**config.mk**
```make
export PLATFORM = sky130hd
export DESIGN_NAME = ppm_mux
export DESIGN_NICKNAME = d
export VERILOG_FILES = /design/src/hw/ppm_pkg.sv /design/src/hw/ppm_edge_flags.sv /design/src/hw/ppm_mux.sv
export SDC_FILE = /design/constraint.sdc
export NUM_CORES = 1
export LEC_CHECK = 0
export BUFFER_PORTS_ARGS = -buffer_cell sky130_fd_sc_hd__buf_2
export CORE_MARGIN = 8
export CORE_UTILIZATION = 36
export DETAILED_ROUTE_END_ITERATION = 10
export PLACE_DENSITY = 0.84
export SYNTH_ARGS = -nofsm -noshare
export SYNTH_HDL_FRONTEND = slang
export SYNTH_SLANG_ARGS = --single-unit
```
**constraint.sdc**
```tcl
create_clock -name clock -period 1.04 [get_ports clock]
set_input_delay 0 -clock clock [delete_from_list [all_inputs] [get_ports clock]]
set_output_delay 0 -clock clock [all_outputs]
set_load 0.05 [all_outputs]
```
**src/hw/ppm_pkg.sv**
```systemverilog
// constants for the port pin function multiplexer
// assumes a single system clock and plain-port control bits
// Notes on behaviour
// - after reset every muxed pin is plain port I/O, except the crystal pins, which start in oscillator function.
// - with the select bit clear the pin is port I/O and its direction bit picks input (0) or output (1).
// - with the select bit set the pad is driven by the peripheral signal, the direction bit picks peripheral output (1) or input (0).
// - while the 4-wire debug port is active, port 1 pin 7 carries debug data whatever its direction and select bits.
// - pins with debug access give the debug port priority; port and timer functions work only while it is idle.
// - a set analog-enable bit connects the pin to its channel and turns off output driver and input buffer.
// - on serial-interface pins the serial module, not the direction bit, decides the pad direction.
// - on the pin shared by serial0 clock and serial1 slave enable the clock wins and forces serial1 to 3-wire.
// - on the pin shared by serial1 clock and serial0 slave enable the clock wins and forces serial0 to 3-wire.
// - port 2 pin 5 goes to the oscillator resistor when its select is 1, else select with direction 1 drives ground and direction 0 does nothing.
// - port 2 pin 6 is crystal input when selected, whatever the direction, and port I/O otherwise.
// - port 2 pin 7 drives crystal output while selected, as after reset, and is port I/O once cleared.
package ppm_pkg;
    localparam int unsigned PORT_W      = 8;
    localparam logic [7:0] DIR_RST      = 8'h00;
    localparam logic [7:0] SEL_RST      = 8'h00;
    localparam logic [7:0] SEL2_RST     = 8'hc0;
    localparam int unsigned P1_DBG_PIN  = 7;
    localparam int unsigned P1_DBG_LO   = 4;
    localparam int unsigned P2_ROSC_PIN = 5;
    localparam int unsigned P2_XIN_PIN  = 6;
    localparam int unsigned P2_CRYSTAL_OUTPUT_PIN = 7;
    localparam int unsigned P3_CLK0_PIN = 0;
    localparam int unsigned P3_CLK1_PIN = 3;
    localparam int unsigned P4_USED_W   = 3;
endpackage
```
**src/hw/ppm_edge_flags.sv**
```systemverilog
`timescale 1ns/1ns
// port 2 edge detect and sticky interrupt flags
// assumes pad inputs already synchronous to clock
module ppm_edge_flags #(
    parameter int unsigned W = 8
) (
    input  wire logic         clock,      // system clock
    input  wire logic         rstn,       // async reset, active low
    input  wire logic [W-1:0] pin_in,     // gated pad input levels
    input  wire logic [W-1:0] edge_sel,   // 0 rising, 1 falling
    input  wire logic [W-1:0] irq_en,     // per pin interrupt enable
    input  wire logic [W-1:0] flag_clr,   // one-cycle clear pulses
    output logic      [W-1:0] flag_r,     // sticky flags
    output logic              irq         // interrupt request
);
    logic [W-1:0] prev_r;
    logic [W-1:0] hit;
    logic         armed_r;

    if (W == 0) begin : g_bad_w
        $error("ppm_edge_flags: W must be at least 1");
    end

    // prev_r holds no real pin level until one edge has passed; without
    // armed_r a pin that is high at reset would raise a false flag
    always_ff @(posedge clock or negedge rstn) begin
        if (!rstn) begin
            prev_r  <= '0;
            armed_r <= 1'b0;
        end else begin
            prev_r  <= pin_in;
            armed_r <= 1'b1;
        end
    end

    generate
        for (genvar i = 0; i < W; i++) begin : g_edge
            // chosen edge of pin i
            assign hit[i] = armed_r
                          & (edge_sel[i] ? (prev_r[i] & ~pin_in[i])
                                         : (~prev_r[i] & pin_in[i]));
            // set wins over a clear in the same cycle
            always_ff @(posedge clock or negedge rstn) begin
                if (!rstn) begin
                    flag_r[i] <= 1'b0;
                end else if (hit[i]) begin
                    flag_r[i] <= 1'b1;
                end else if (flag_clr[i]) begin
                    flag_r[i] <= 1'b0;
                end
            end
        end
    endgenerate

    assign irq = |(flag_r & irq_en);
endmodule // ppm_edge_flags

```
**src/hw/ppm_mux.sv**
```systemverilog
`timescale 1ns/1ns
// pin function multiplexer for ports 1..4 (port 4 pins 0..2)
// assumes control bits come from a cpu-side register block
module ppm_mux (
    input  wire logic       clock,                 // system clock
    input  wire logic       rstn,                  // async reset, low
    input  wire logic       soft_reset,            // sync soft reset
    input  wire logic       cfg_we,                // load control bits
    input  wire logic [7:0] port1_direction_bits_in,      // new dir p1
    input  wire logic [7:0] port1_function_select_bits_in,// new sel p1
    input  wire logic [7:0] port2_direction_bits_in,      // new dir p2
    input  wire logic [7:0] port2_function_select_bits_in,// new sel p2
    input  wire logic [7:0] port3_direction_bits_in,      // new dir p3
    input  wire logic [7:0] port3_function_select_bits_in,// new sel p3
    input  wire logic [2:0] port4_direction_bits_in,      // new dir p4
    input  wire logic [2:0] port4_function_select_bits_in,// new sel p4
    input  wire logic [7:0] port2_pull_enable_bits_in,    // new pull
    input  wire logic [7:0] port2_irq_enable_bits_in,     // new ie
    input  wire logic [7:0] port2_edge_select_bits_in,    // new ies
    input  wire logic [7:0] analog_channel_enable_bits_in,// new ae
    input  wire logic       oscillator_resistor_select_in,// new rsel
    input  wire logic [7:0] port2_irq_flag_clear,  // flag clear pulses
    input  wire logic [7:0] port1_out,             // port 1 out bits
    input  wire logic [7:0] port2_output_bits,     // port 2 out bits
    input  wire logic [7:0] port3_out,             // port 3 out bits
    input  wire logic [2:0] port4_out,             // port 4 out bits
    input  wire logic       debug_active,          // 4-wire debug on
    input  wire logic       debug_data_out,        // debug data to pad
    input  wire logic       debug_data_oe,         // debug data drive
    input  wire logic [7:0] periph1_out,           // peripheral outs p1
    input  wire logic [7:0] periph2_out,           // peripheral outs p2
    input  wire logic [7:0] serial_out,            // serial outs p3
    input  wire logic [7:0] serial_oe,             // serial dir p3
    input  wire logic [2:0] periph4_out,           // timer b outs p4
    input  wire logic       crystal_output,        // oscillator drive
    input  wire logic [7:0] pad1_in,               // pad levels p1
    input  wire logic [7:0] pad2_in,               // pad levels p2
    input  wire logic [7:0] pad3_in,               // pad levels p3
    input  wire logic [2:0] pad4_in,               // pad levels p4
    output logic      [7:0] pad1_out,              // pad data p1
    output logic      [7:0] pad1_oe,               // pad enable p1
    output logic      [7:0] pad2_out,              // pad data p2
    output logic      [7:0] pad2_oe,               // pad enable p2
    output logic      [7:0] pad3_out,              // pad data p3
    output logic      [7:0] pad3_oe,               // pad enable p3
    output logic      [2:0] pad4_out,              // pad data p4
    output logic      [2:0] pad4_oe,               // pad enable p4
    output logic      [7:0] pad2_pull_en,          // pull resistor on
    output logic      [7:0] analog_connect,        // analog switch on
    output logic      [7:0] port1_in,              // port 1 in bits
    output logic      [7:0] port2_input_bits,      // port 2 in bits
    output logic      [7:0] port3_in,              // port 3 in bits
    output logic      [2:0] port4_in,              // port 4 in bits
    output logic      [7:0] periph1_in,            // capture/clk p1
    output logic      [7:0] periph2_in,            // capture/clk p2
    output logic      [7:0] serial_in,             // serial ins p3
    output logic      [2:0] periph4_in,            // capture p4
    output logic            debug_data_in,         // pad 1.7 to debug
    output logic            oscillator_resistor_connect, // rosc on
    output logic            crystal_input_connect, // xin on
    output logic            crystal_output_connect,// crystal_output on
    output logic            serial0_force_3wire,   // slave enable lost
    output logic            serial1_force_3wire,   // slave enable lost
    output logic      [7:0] port2_irq_flag_bits,   // sticky flags
    output logic            port2_irq              // interrupt request
);
    localparam int unsigned W = ppm_pkg::PORT_W;

    // the pin ports are fixed at one byte; another port width
    // in the package cannot be served by this port list
    if (W != $bits(port1_out)) begin : g_bad_width
        $error("ppm_mux: port width constant does not match the ports");
    end

    logic [7:0] p1_dir_r;
    logic [7:0] p1_sel_r;
    logic [7:0] p2_dir_r;
    logic [7:0] p2_sel_r;
    logic [7:0] p3_dir_r;
    logic [7:0] p3_sel_r;
    logic [2:0] p4_dir_r;
    logic [2:0] p4_sel_r;
    logic [7:0] p2_ren_r;
    logic [7:0] p2_ie_r;
    logic [7:0] p2_ies_r;
    logic [7:0] ae_r;
    logic       rsel_r;
    // gated port 2 input, also feeds edge detect so a crystal
    // or analog pin reads 0 there; only its switch into or out of that use can raise a flag
    logic [7:0] p2_gate_in;

    // control bits: both resets return to defaults
    always_ff @(posedge clock or negedge rstn) begin
        if (!rstn) begin
            p1_dir_r <= ppm_pkg::DIR_RST;
            p1_sel_r <= ppm_pkg::SEL_RST;
            p2_dir_r <= ppm_pkg::DIR_RST;
            p2_sel_r <= ppm_pkg::SEL2_RST;
            p3_dir_r <= ppm_pkg::DIR_RST;
            p3_sel_r <= ppm_pkg::SEL_RST;
            p4_dir_r <= '0;
            p4_sel_r <= '0;
            p2_ren_r <= '0;
            p2_ie_r  <= '0;
            p2_ies_r <= '0;
            ae_r     <= '0;
            rsel_r   <= 1'b0;
        end else if (soft_reset) begin
            p1_dir_r <= ppm_pkg::DIR_RST;
            p1_sel_r <= ppm_pkg::SEL_RST;
            p2_dir_r <= ppm_pkg::DIR_RST;
            p2_sel_r <= ppm_pkg::SEL2_RST;
            p3_dir_r <= ppm_pkg::DIR_RST;
            p3_sel_r <= ppm_pkg::SEL_RST;
            p4_dir_r <= '0;
            p4_sel_r <= '0;
            p2_ren_r <= '0;
            p2_ie_r  <= '0;
            p2_ies_r <= '0;
            ae_r     <= '0;
            rsel_r   <= 1'b0;
        end else if (cfg_we) begin
            p1_dir_r <= port1_direction_bits_in;
            p1_sel_r <= port1_function_select_bits_in;
            p2_dir_r <= port2_direction_bits_in;
            p2_sel_r <= port2_function_select_bits_in;
            p3_dir_r <= port3_direction_bits_in;
            p3_sel_r <= port3_function_select_bits_in;
            p4_dir_r <= port4_direction_bits_in;
            p4_sel_r <= port4_function_select_bits_in;
            p2_ren_r <= port2_pull_enable_bits_in;
            p2_ie_r  <= port2_irq_enable_bits_in;
            p2_ies_r <= port2_edge_select_bits_in;
            ae_r     <= analog_channel_enable_bits_in;
            rsel_r   <= oscillator_resistor_select_in;
        end
    end

    // analog bit map: p2.0-p2.4 are a0-a4, p3.0 a5, p3.6 a6, p3.7 a7
    logic [7:0] p2_ae, p3_ae;
    assign p2_ae = {3'b000, ae_r[4:0]};
    assign p3_ae = {ae_r[7:6], 5'b00000, ae_r[5]};
    assign analog_connect = ae_r;

    // port 1: pins 4..7 yield to the debug port
    always_comb begin
        for (int i = 0; i < W; i++) begin
            pad1_out[i]   = p1_sel_r[i] ? periph1_out[i] : port1_out[i];
            pad1_oe[i]    = p1_dir_r[i];
            port1_in[i]   = pad1_in[i];
            periph1_in[i] = p1_sel_r[i] & ~p1_dir_r[i] & pad1_in[i];
            if (debug_active && i >= ppm_pkg::P1_DBG_LO) begin
                pad1_oe[i]    = 1'b0;
                pad1_out[i]   = 1'b0;
                port1_in[i]   = 1'b0;
                periph1_in[i] = 1'b0;
            end
        end
        if (debug_active) begin
            pad1_out[ppm_pkg::P1_DBG_PIN] = debug_data_out;
            pad1_oe[ppm_pkg::P1_DBG_PIN]  = debug_data_oe;
        end
    end
    // only pin 7 data is routed here; other debug pins are input-only
    assign debug_data_in = debug_active & pad1_in[ppm_pkg::P1_DBG_PIN];

    // port 2: analog, resistor and crystal overrides
    always_comb begin
        for (int i = 0; i < W; i++) begin
            pad2_out[i]   = p2_sel_r[i] ? periph2_out[i]
                                        : port2_output_bits[i];
            pad2_oe[i]    = p2_dir_r[i];
            p2_gate_in[i] = pad2_in[i];
            periph2_in[i] = p2_sel_r[i] & ~p2_dir_r[i] & pad2_in[i];
            if (p2_ae[i]) begin
                pad2_oe[i]    = 1'b0;
                p2_gate_in[i] = 1'b0;
                periph2_in[i] = 1'b0;
            end
        end
        // resistor pin: selected output is a ground driver
        if (rsel_r) begin
            pad2_oe[ppm_pkg::P2_ROSC_PIN]    = 1'b0;
            p2_gate_in[ppm_pkg::P2_ROSC_PIN] = 1'b0;
        end else if (p2_sel_r[ppm_pkg::P2_ROSC_PIN]) begin
            pad2_out[ppm_pkg::P2_ROSC_PIN] = 1'b0;
        end
        periph2_in[ppm_pkg::P2_ROSC_PIN] = 1'b0;
        if (p2_sel_r[ppm_pkg::P2_XIN_PIN]) begin
            pad2_oe[ppm_pkg::P2_XIN_PIN]    = 1'b0;
            p2_gate_in[ppm_pkg::P2_XIN_PIN] = 1'b0;
        end
        periph2_in[ppm_pkg::P2_XIN_PIN] = 1'b0;
        if (p2_sel_r[ppm_pkg::P2_CRYSTAL_OUTPUT_PIN]) begin
            pad2_out[ppm_pkg::P2_CRYSTAL_OUTPUT_PIN]  = crystal_output;
            pad2_oe[ppm_pkg::P2_CRYSTAL_OUTPUT_PIN]   = 1'b1;
            p2_gate_in[ppm_pkg::P2_CRYSTAL_OUTPUT_PIN] = 1'b0;
        end
        periph2_in[ppm_pkg::P2_CRYSTAL_OUTPUT_PIN] = 1'b0;
    end
    assign port2_input_bits = p2_gate_in;
    assign pad2_pull_en = p2_ren_r & ~p2_ae;
    assign oscillator_resistor_connect = rsel_r;
    assign crystal_input_connect  = p2_sel_r[ppm_pkg::P2_XIN_PIN];
    assign crystal_output_connect = p2_sel_r[ppm_pkg::P2_CRYSTAL_OUTPUT_PIN];

    // port 3: serial pins take direction from the serial module
    always_comb begin
        for (int i = 0; i < W; i++) begin
            if (p3_sel_r[i]) begin
                pad3_out[i] = serial_out[i];
                pad3_oe[i]  = serial_oe[i];
            end else begin
                pad3_out[i] = port3_out[i];
                pad3_oe[i]  = p3_dir_r[i];
            end
            port3_in[i]  = pad3_in[i];
            serial_in[i] = p3_sel_r[i] & pad3_in[i];
            if (p3_ae[i]) begin
                pad3_oe[i]   = 1'b0;
                port3_in[i]  = 1'b0;
                serial_in[i] = 1'b0;
            end
        end
    end
    // a shared pin in serial use serves the clock function, except pin 0 while its analog bit a5 is set
    assign serial1_force_3wire = p3_sel_r[ppm_pkg::P3_CLK0_PIN]
                               & ~p3_ae[ppm_pkg::P3_CLK0_PIN];
    assign serial0_force_3wire = p3_sel_r[ppm_pkg::P3_CLK1_PIN];

    // port 4 pins 0..2: timer b
    always_comb begin
        for (int i = 0; i < ppm_pkg::P4_USED_W; i++) begin
            pad4_out[i]   = p4_sel_r[i] ? periph4_out[i] : port4_out[i];
            pad4_oe[i]    = p4_dir_r[i];
            port4_in[i]   = pad4_in[i];
            periph4_in[i] = p4_sel_r[i] & ~p4_dir_r[i] & pad4_in[i];
        end
    end

    ppm_edge_flags #(
        .W (W)
    ) u_flags (
        .clock    (clock),
        .rstn     (rstn),
        .pin_in   (p2_gate_in),
        .edge_sel (p2_ies_r),
        .irq_en   (p2_ie_r),
        .flag_clr (port2_irq_flag_clear),
        .flag_r   (port2_irq_flag_bits),
        .irq      (port2_irq)
    );
endmodule // ppm_mux

```
==> impl_metrics.csv, run 1 <==
group,metric,value,unit
outcome,status,"finished with violations",
outcome,violations,"negative hold slack, negative setup slack",
placement,gp_congestion,0.781,
critical_path,worstSetupPathType,"reg2out",
critical_path,timing.rr.start,"analog_connect[3]$_DFFE_PN0P_",
critical_path,r2r-end,"u_flags.flag_r[3]$_DFFE_PN0P_",
floorplan,rows,44,
clock_tree,clk_root_buffer_cell,"clkbuf_16",
grt,grt_usage,23.9,%
placement,place_hpwl,13600,µm
clock_tree,clk_latency,350,ps
cells_and_area,fin_nets,1143,
grt,grt.overflow.total,0,
floorplan,die_w,137,µm
route,drc,0,
logic_synthesis,ys_types,26,
placement,dp_slack,-165,ps
route,drt-initial-drc-count,206,
logic_synthesis,yosysTopAreaCell,"dfrtp_1",
pwr,power_density,1240,nW/µm²
route,drtPass1Iterations,4,
route,vias,5559,
logic_synthesis,synth.avg_cell_area,11.1,µm²
floorplan,io_pins,331,
logic_synthesis,syn_inst,473,
critical_path,crit_arrival,1440,ps
floorplan,coreArea,14400,µm²
clock_tree,cts_tree,"built",
route,ant_nets,0,
sta,post-route-period-util,138,%
logic_synthesis,synth_top_area_share,48.6,%
clock_tree,cts.sinks,104,
grt,antenna_found_initial,1,
critical_path,max_stage_delay,430,ps
sta,max_freq,696,MHz
critical_path,crit_path_end,"periph2_in[1]",
sta,skew,3.98,ps
sta,rsz0062_at_grt,"yes",
cells_and_area,layout.cells.non_filler,1142,
sta,fin_crit,1440,ps
critical_path,worstPathCellList,"and2b_4 > and3b_2 > buf_8",
pwr,power.leakage,5.40,nW
placement,dpl.cell_count,974,
route,top_layer_used,"met4",
floorplan,die-area,18700,µm²
logic_synthesis,seq_area_frac_synth,49.6,%
critical_path,critPathLaunch,"analog_connect[1]$_DFFE_PN0P_",
route,wl_per_cell,20.7,µm
route,routed_wl,23600,µm
clock_tree,cts_max_level,3,
logic_synthesis,syn_area,5260,µm²
critical_path,endpoint_kind,"output port",
critical_path,slowest_stage,"dfrtp_2",
logic_synthesis,synth_common_cells,"dfrtp_1 (102), mux2i_1 (92), nor2_1 (92)",
clock_tree,cts_buffers,9,
run,maxCapViolCount,0,
floorplan,initial_core_util,36.4,%
logic_synthesis,ys_seq_elements,104,
sta,setup_ws,-396,ps
sta,finalSetupViolCount,115,
clock_tree,clkTransAtPathRegs,70,ps
placement,numPortBuffers,326,
grt,grt_pass1_vias,6194,
cells_and_area,area_growth,96.0,%
logic_synthesis,synth_most_common_cell,"dfrtp_1",
clock_tree,ctsHoldBuffers,96,
logic_synthesis,synth_ff_type,"dfrtp_1",
pwr,peakVddDrop,0.00142,V
route,wl_met2,12400,µm
grt,grt_max_degree,54,
critical_path,worstRegToRegCells,3,
route,via_per_inst,4.87,
sta,drv_slew,0,
logic_synthesis,synth_area_leaders,"dfrtp_1 (49%), mux2i_1 (18%), nor2_1 (6.6%), mux2_2 (6.0%), buf_4 (4.0%)",
floorplan,die_h,137,µm
critical_path,worst-r2r-setup-slack,-270,ps
critical_path,crit_fanout,3,
pwr,finalPower,12.8,mW
min_path,hold_class,"in2reg",
route,drt-met1-wl,8310,µm
sta,whs,-22.5,ps
critical_path,worstPathRequired,1040,ps
route,route.met3.wl,2000,µm
logic_synthesis,yosys_warnings,0,
logic_synthesis,synthArstFlopShare,100,%
clock_tree,cts_buffer_depth,2,
logic_synthesis,synth-edff-count,0,
sta,hold_viol,1,
critical_path,cp-start-kind,"flop",
grt,grt_pass1_wl,34300,µm
cells_and_area,drive_gt1_share,56.3,%
==> critical path: cells and delay by family, from the launching register on <==
family        cells  cell delay, ps
buf+inv           1             150
simple gates      2             500
flops             1             430
==> worst min-delay path by stage <==
| stage | start | to | slack (ps) | cells after the start |
|---|---|---|---|---|
| floorplan | rstn | analog_connect[0]$_DFFE_PN0P_ | -300 | 0 |
| global placement | rstn | pad4_oe[2]$_DFFE_PN0P_ | 20 | 2 |
| detailed placement | rstn | pad4_oe[2]$_DFFE_PN0P_ | 20 | 2 |
| CTS | pad2_in[1] | u_flags.prev_r[1]$_DFF_PN0_ | -50 | 2 |
| global route | pad2_in[0] | u_flags.prev_r[0]$_DFF_PN0_ | -20 | 2 |
| finish | pad2_in[0] | u_flags.prev_r[0]$_DFF_PN0_ | -20 | 2 |
==> logic make-up (layout without fill, tap and decap cells) <==
group	Yosys count	in the layout	synth area share, %
AO/OA/AOI/OAI	24	24	3.19
multiplexers	120	120	23.5
buffers and inverters	53	534	6.45
other	2	6	0.143
AND/OR/NAND/NOR	170	170	17.1
flip-flops	104	104	49.6
==> registers in the layout, summed over array words and instances, names as in the netlist, 3 cells and up <==
signal / cells
pad4_oe: 3
p3_dir_r: 8
p2_dir_r: 8
u_flags.prev_r: 8
u_flags.flag_r: 8
analog_connect: 8
p2_ies_r: 8
p2_ren_r: 8
p3_sel_r: 8
p2_sel_r: 8
p1_sel_r: 8
p4_sel_r: 3
p1_dir_r: 8
p2_ie_r: 8
==> timing repair <==
action | in CTS | in global routing
setup endpoints to repair | 118 | 122
gates resized for setup | 327 | 60
cloned | 0 | 0
pin swaps | 25 | 11
hold endpoints to repair | 201 | 1
setup buffers | 32 | 28
==> layout make-up <==
class,count,area [µm²]
inverters,9,33.8
clock inverters,6,97.6
flip-flops and latches,104,2630
fillers,883,4120
diodes,2,5.00
clock buffers,10,239
repair buffers,509,4450
well taps,184,230
multi-input cells,318,2610
==> routing by layer <==
layer / global-route usage [%] / vias to the layer above
met5: 0 / -
met4: 9.11 / 0
met3: 8.77 / 67
met2: 43.8 / 271
met1: 24.2 / 2686
li1: - / 2535
==> through the flow <==
step	utilization (%)	cell area, µm²	setup TNS (ps)
2_1_floorplan	-	5390	-4450
3_3_place_gp	50.7	7310	-1100
3_5_place_dp	50.7	7310	-1500
4_1_cts	68.8	9930	-21290
5_1_grt	71.4	10300	-26700
6_report	71.4	10300	-21380
==> layout by cell type, fill, tap and decap left out, drive strengths merged, types with 4 or more instances in the layout <==
master         n
buf          410
dfrtp        102
dlygate4sd3   96
mux2i         92
nor2          92
mux2          28
and2b         20
and3b         15
inv           13
clkbuf        13
nor2b         13
nand2         10
o21ai         10
and2           9
or4b           8
a22o           8
conb           4
a22oi          4
==> power by group <==
part	internal [mW]	total [mW]	switching, mW
logic	2.04	4.37	2.34
registers	4.30	4.54	0.237
clock network	2.22	3.86	1.64
Note: power is estimated with default switching activity, not from simulation.
==> run 2: changes to the inputs <==
--- a/config.mk
+++ b/config.mk
@@ -10,6 +10,7 @@
 export CORE_UTILIZATION = 36
 export DETAILED_ROUTE_END_ITERATION = 10
 export PLACE_DENSITY = 0.84
+export RECOVER_POWER = 50
 export SYNTH_ARGS = -nofsm -noshare
 export SYNTH_HDL_FRONTEND = slang
 export SYNTH_SLANG_ARGS = --single-unit
==> run 2 against run 1 <==
  * The run still ends with negative hold slack, negative setup slack left
  * Largest cell class unchanged
  * Clock-buffer cell count stayed put
  * Sequential share of layout area is 0.10 points higher
  * Hold slack better by 0.79 ps
==> impl_metrics.csv, run 2 (same netlist as run 1, synthesis figures left out) <==
group,metric,value,unit
pwr,power_density,1240,nW/µm²
placement,dpl_cell_area,7310,µm²
sta,finalSetupViolCount,115,
cells_and_area,regArea,2630,µm²
route,wl_per_cell,20.7,µm
floorplan,initial_core_util,36.4,%
floorplan,die_h,137,µm
critical_path,crit_arrival,1440,ps
route,drtPass1Iterations,4,
route,via_per_inst,4.90,
sta,max_freq,695,MHz
clock_tree,cts.sinks,104,
sta,relSlewSlack,51.4,%
grt,grt_usage,23.9,%
cells_and_area,final_common_cell,"buf_2",
cells_and_area,multi_input_area,2610,µm²
grt,grt.overflow.total,0,
grt,grt_pass1_vias,6194,
placement,place_hpwl,13600,µm
floorplan,die_w,137,µm
sta,post-route-period-util,138,%
critical_path,worstSetupPathType,"reg2out",
floorplan,rows,44,
cells_and_area,drive_gt1_share,55.0,%
clock_tree,clkTransAtPathRegs,70,ps
sta,skew,4.22,ps
clock_tree,clk_latency,350,ps
critical_path,endpoint_kind,"output port",
pwr,power.leakage,5.36,nW
critical_path,cp-start-kind,"flop",
critical_path,crit_fanout,3,
floorplan,io_pins,331,
grt,antenna_found_initial,1,
route,drc,0,
sta,fin_crit,1440,ps
sta,drv_slew,0,
route,ant_nets,0,
cells_and_area,fin_nets,1143,
pwr,clockPowerShare,30.3,%
outcome,status,"finished with violations",
placement,numPortBuffers,326,
pwr,peakVddDrop,0.00142,V
critical_path,worstPathRequired,1040,ps
floorplan,die-area,18700,µm²
pwr,p_sw_share,33.0,%
grt,grt_max_degree,54,
run,maxCapViolCount,0,
floorplan,coreArea,14400,µm²
cells_and_area,final_area,10300,µm²
route,routed_wl,23700,µm
sta,hold_viol,1,
clock_tree,cts_tree,"built",
sta,tns,-21410,ps
clock_tree,cts_buffer_depth,2,
grt,grt_pass1_wl,34300,µm
cells_and_area,layout_common_cells,"buf_2 (198), dlygate4sd3_1 (96), buf_6 (90), mux2i_1 (89), nor2_1 (85)",
clock_tree,clk_root_buffer_cell,"clkbuf_16",
sta,rsz0062_at_grt,"yes",
cells_and_area,nFillCells,895,
placement,gp_congestion,0.781,
pwr,p_comb_share,34.1,%
pwr,p_int,8.54,mW
pwr,power_switching,4.21,mW
pwr,power_frac_seq,35.6,%
clock_tree,cts_max_level,3,
clock_tree,ctsHoldBuffers,96,
sta,whs,-21.7,ps
sta,worst_pin_slew,729,ps
clock_tree,cts_buffers,9,
route,vias,5599,
sta,setup_ws,-398,ps
outcome,violations,"negative hold slack, negative setup slack",
route,drt-initial-drc-count,195,
min_path,hold_class,"in2reg",
cells_and_area,area_growth,95.3,%
## run 2: cell count changes in the layout (fill, tap and decap cells not counted)
cell      delta
buf_12       -2
buf_2       -12
clkbuf_4     +2
clkbuf_1    +12
## run 2: power groups by stage
stage,Combinational [mW],Sequential (mW),Clock [mW]
finish,4.35,4.54,3.86
global route,4.55,4.56,4.12
CTS,4.07,4.51,3.93
detailed placement,3.07,4.57,0
global placement,3.02,4.56,0
floorplan,1.85,4.75,0
## run 2: worst paths after layout
path | from | end | slack (ps) | depth (start not counted)
worst max-delay path | analog_connect[1]$_DFFE_PN0P_ | periph2_in[1] | -400 | 3
worst min-delay path | pad2_in[0] | u_flags.prev_r[0]$_DFF_PN0_ | -20 | 2
worst max register to register | analog_connect[3]$_DFFE_PN0P_ | u_flags.flag_r[3]$_DFFE_PN0P_ | -270 | 3
worst min register to register | p2_dir_r[5]$_DFFE_PN0P_ | p2_dir_r[5]$_DFFE_PN0P_ | 530 | 2
max in group asynchronous | rstn | analog_connect[3]$_DFFE_PN0P_ | 90 | 3
min in group asynchronous | rstn | p2_ren_r[7]$_DFFE_PN0P_ | 380 | 3
## run 2: critical path, cell delays in order (launching register included)
cell,delay [ps]
dfrtp_2,430
and2b_4,280
and3b_2,220
buf_8,150
## run 2: timing repair
item                                    4_1_cts  5_1_grt
endpoints found under the setup margin      118      122
pin swaps                                    25       11
buffers inserted                             32       28
gates resized for setup                     327       60
endpoints found under the hold margin       201        1
## run 2: metal layers
| metal | GRT usage, % | wire, µm |
|---|---|---|
| met1 | 24.2 | 8190 |
| met2 | 43.8 | 12500 |
| met3 | 8.77 | 2060 |
| met4 | 9.11 | 892 |
| met5 | 0 | 0 |
## run 2: metrics by stage
| step | std cells | power, mW | worst slack (ps) | hold WS (ps) | utilization, % |
|---|---|---|---|---|---|
| floorplan | 475 | 6.60 | -260 | -296 | - |
| global placement | 974 | 7.58 | -121 | 18.6 | 50.7 |
| detailed placement | 974 | 7.64 | -165 | 23.5 | 50.7 |
| CTS | 1117 | 12.5 | -376 | -51.9 | 68.8 |
| global route | 1141 | 13.2 | -435 | -15.2 | 71.1 |
| finish | 1142 | 12.8 | -398 | -21.7 | 71.1 |
## run 2: final cells by class
class | instances | area share, %
timing repair buffer | 509 | 43.0
sequential | 104 | 25.7
multi-input combinational | 318 | 25.5
clock buffer | 10 | 2.33
tap | 184 | 2.24
clock inverter | 6 | 0.951
inverter | 9 | 0.329
antenna | 2 | 0.0488
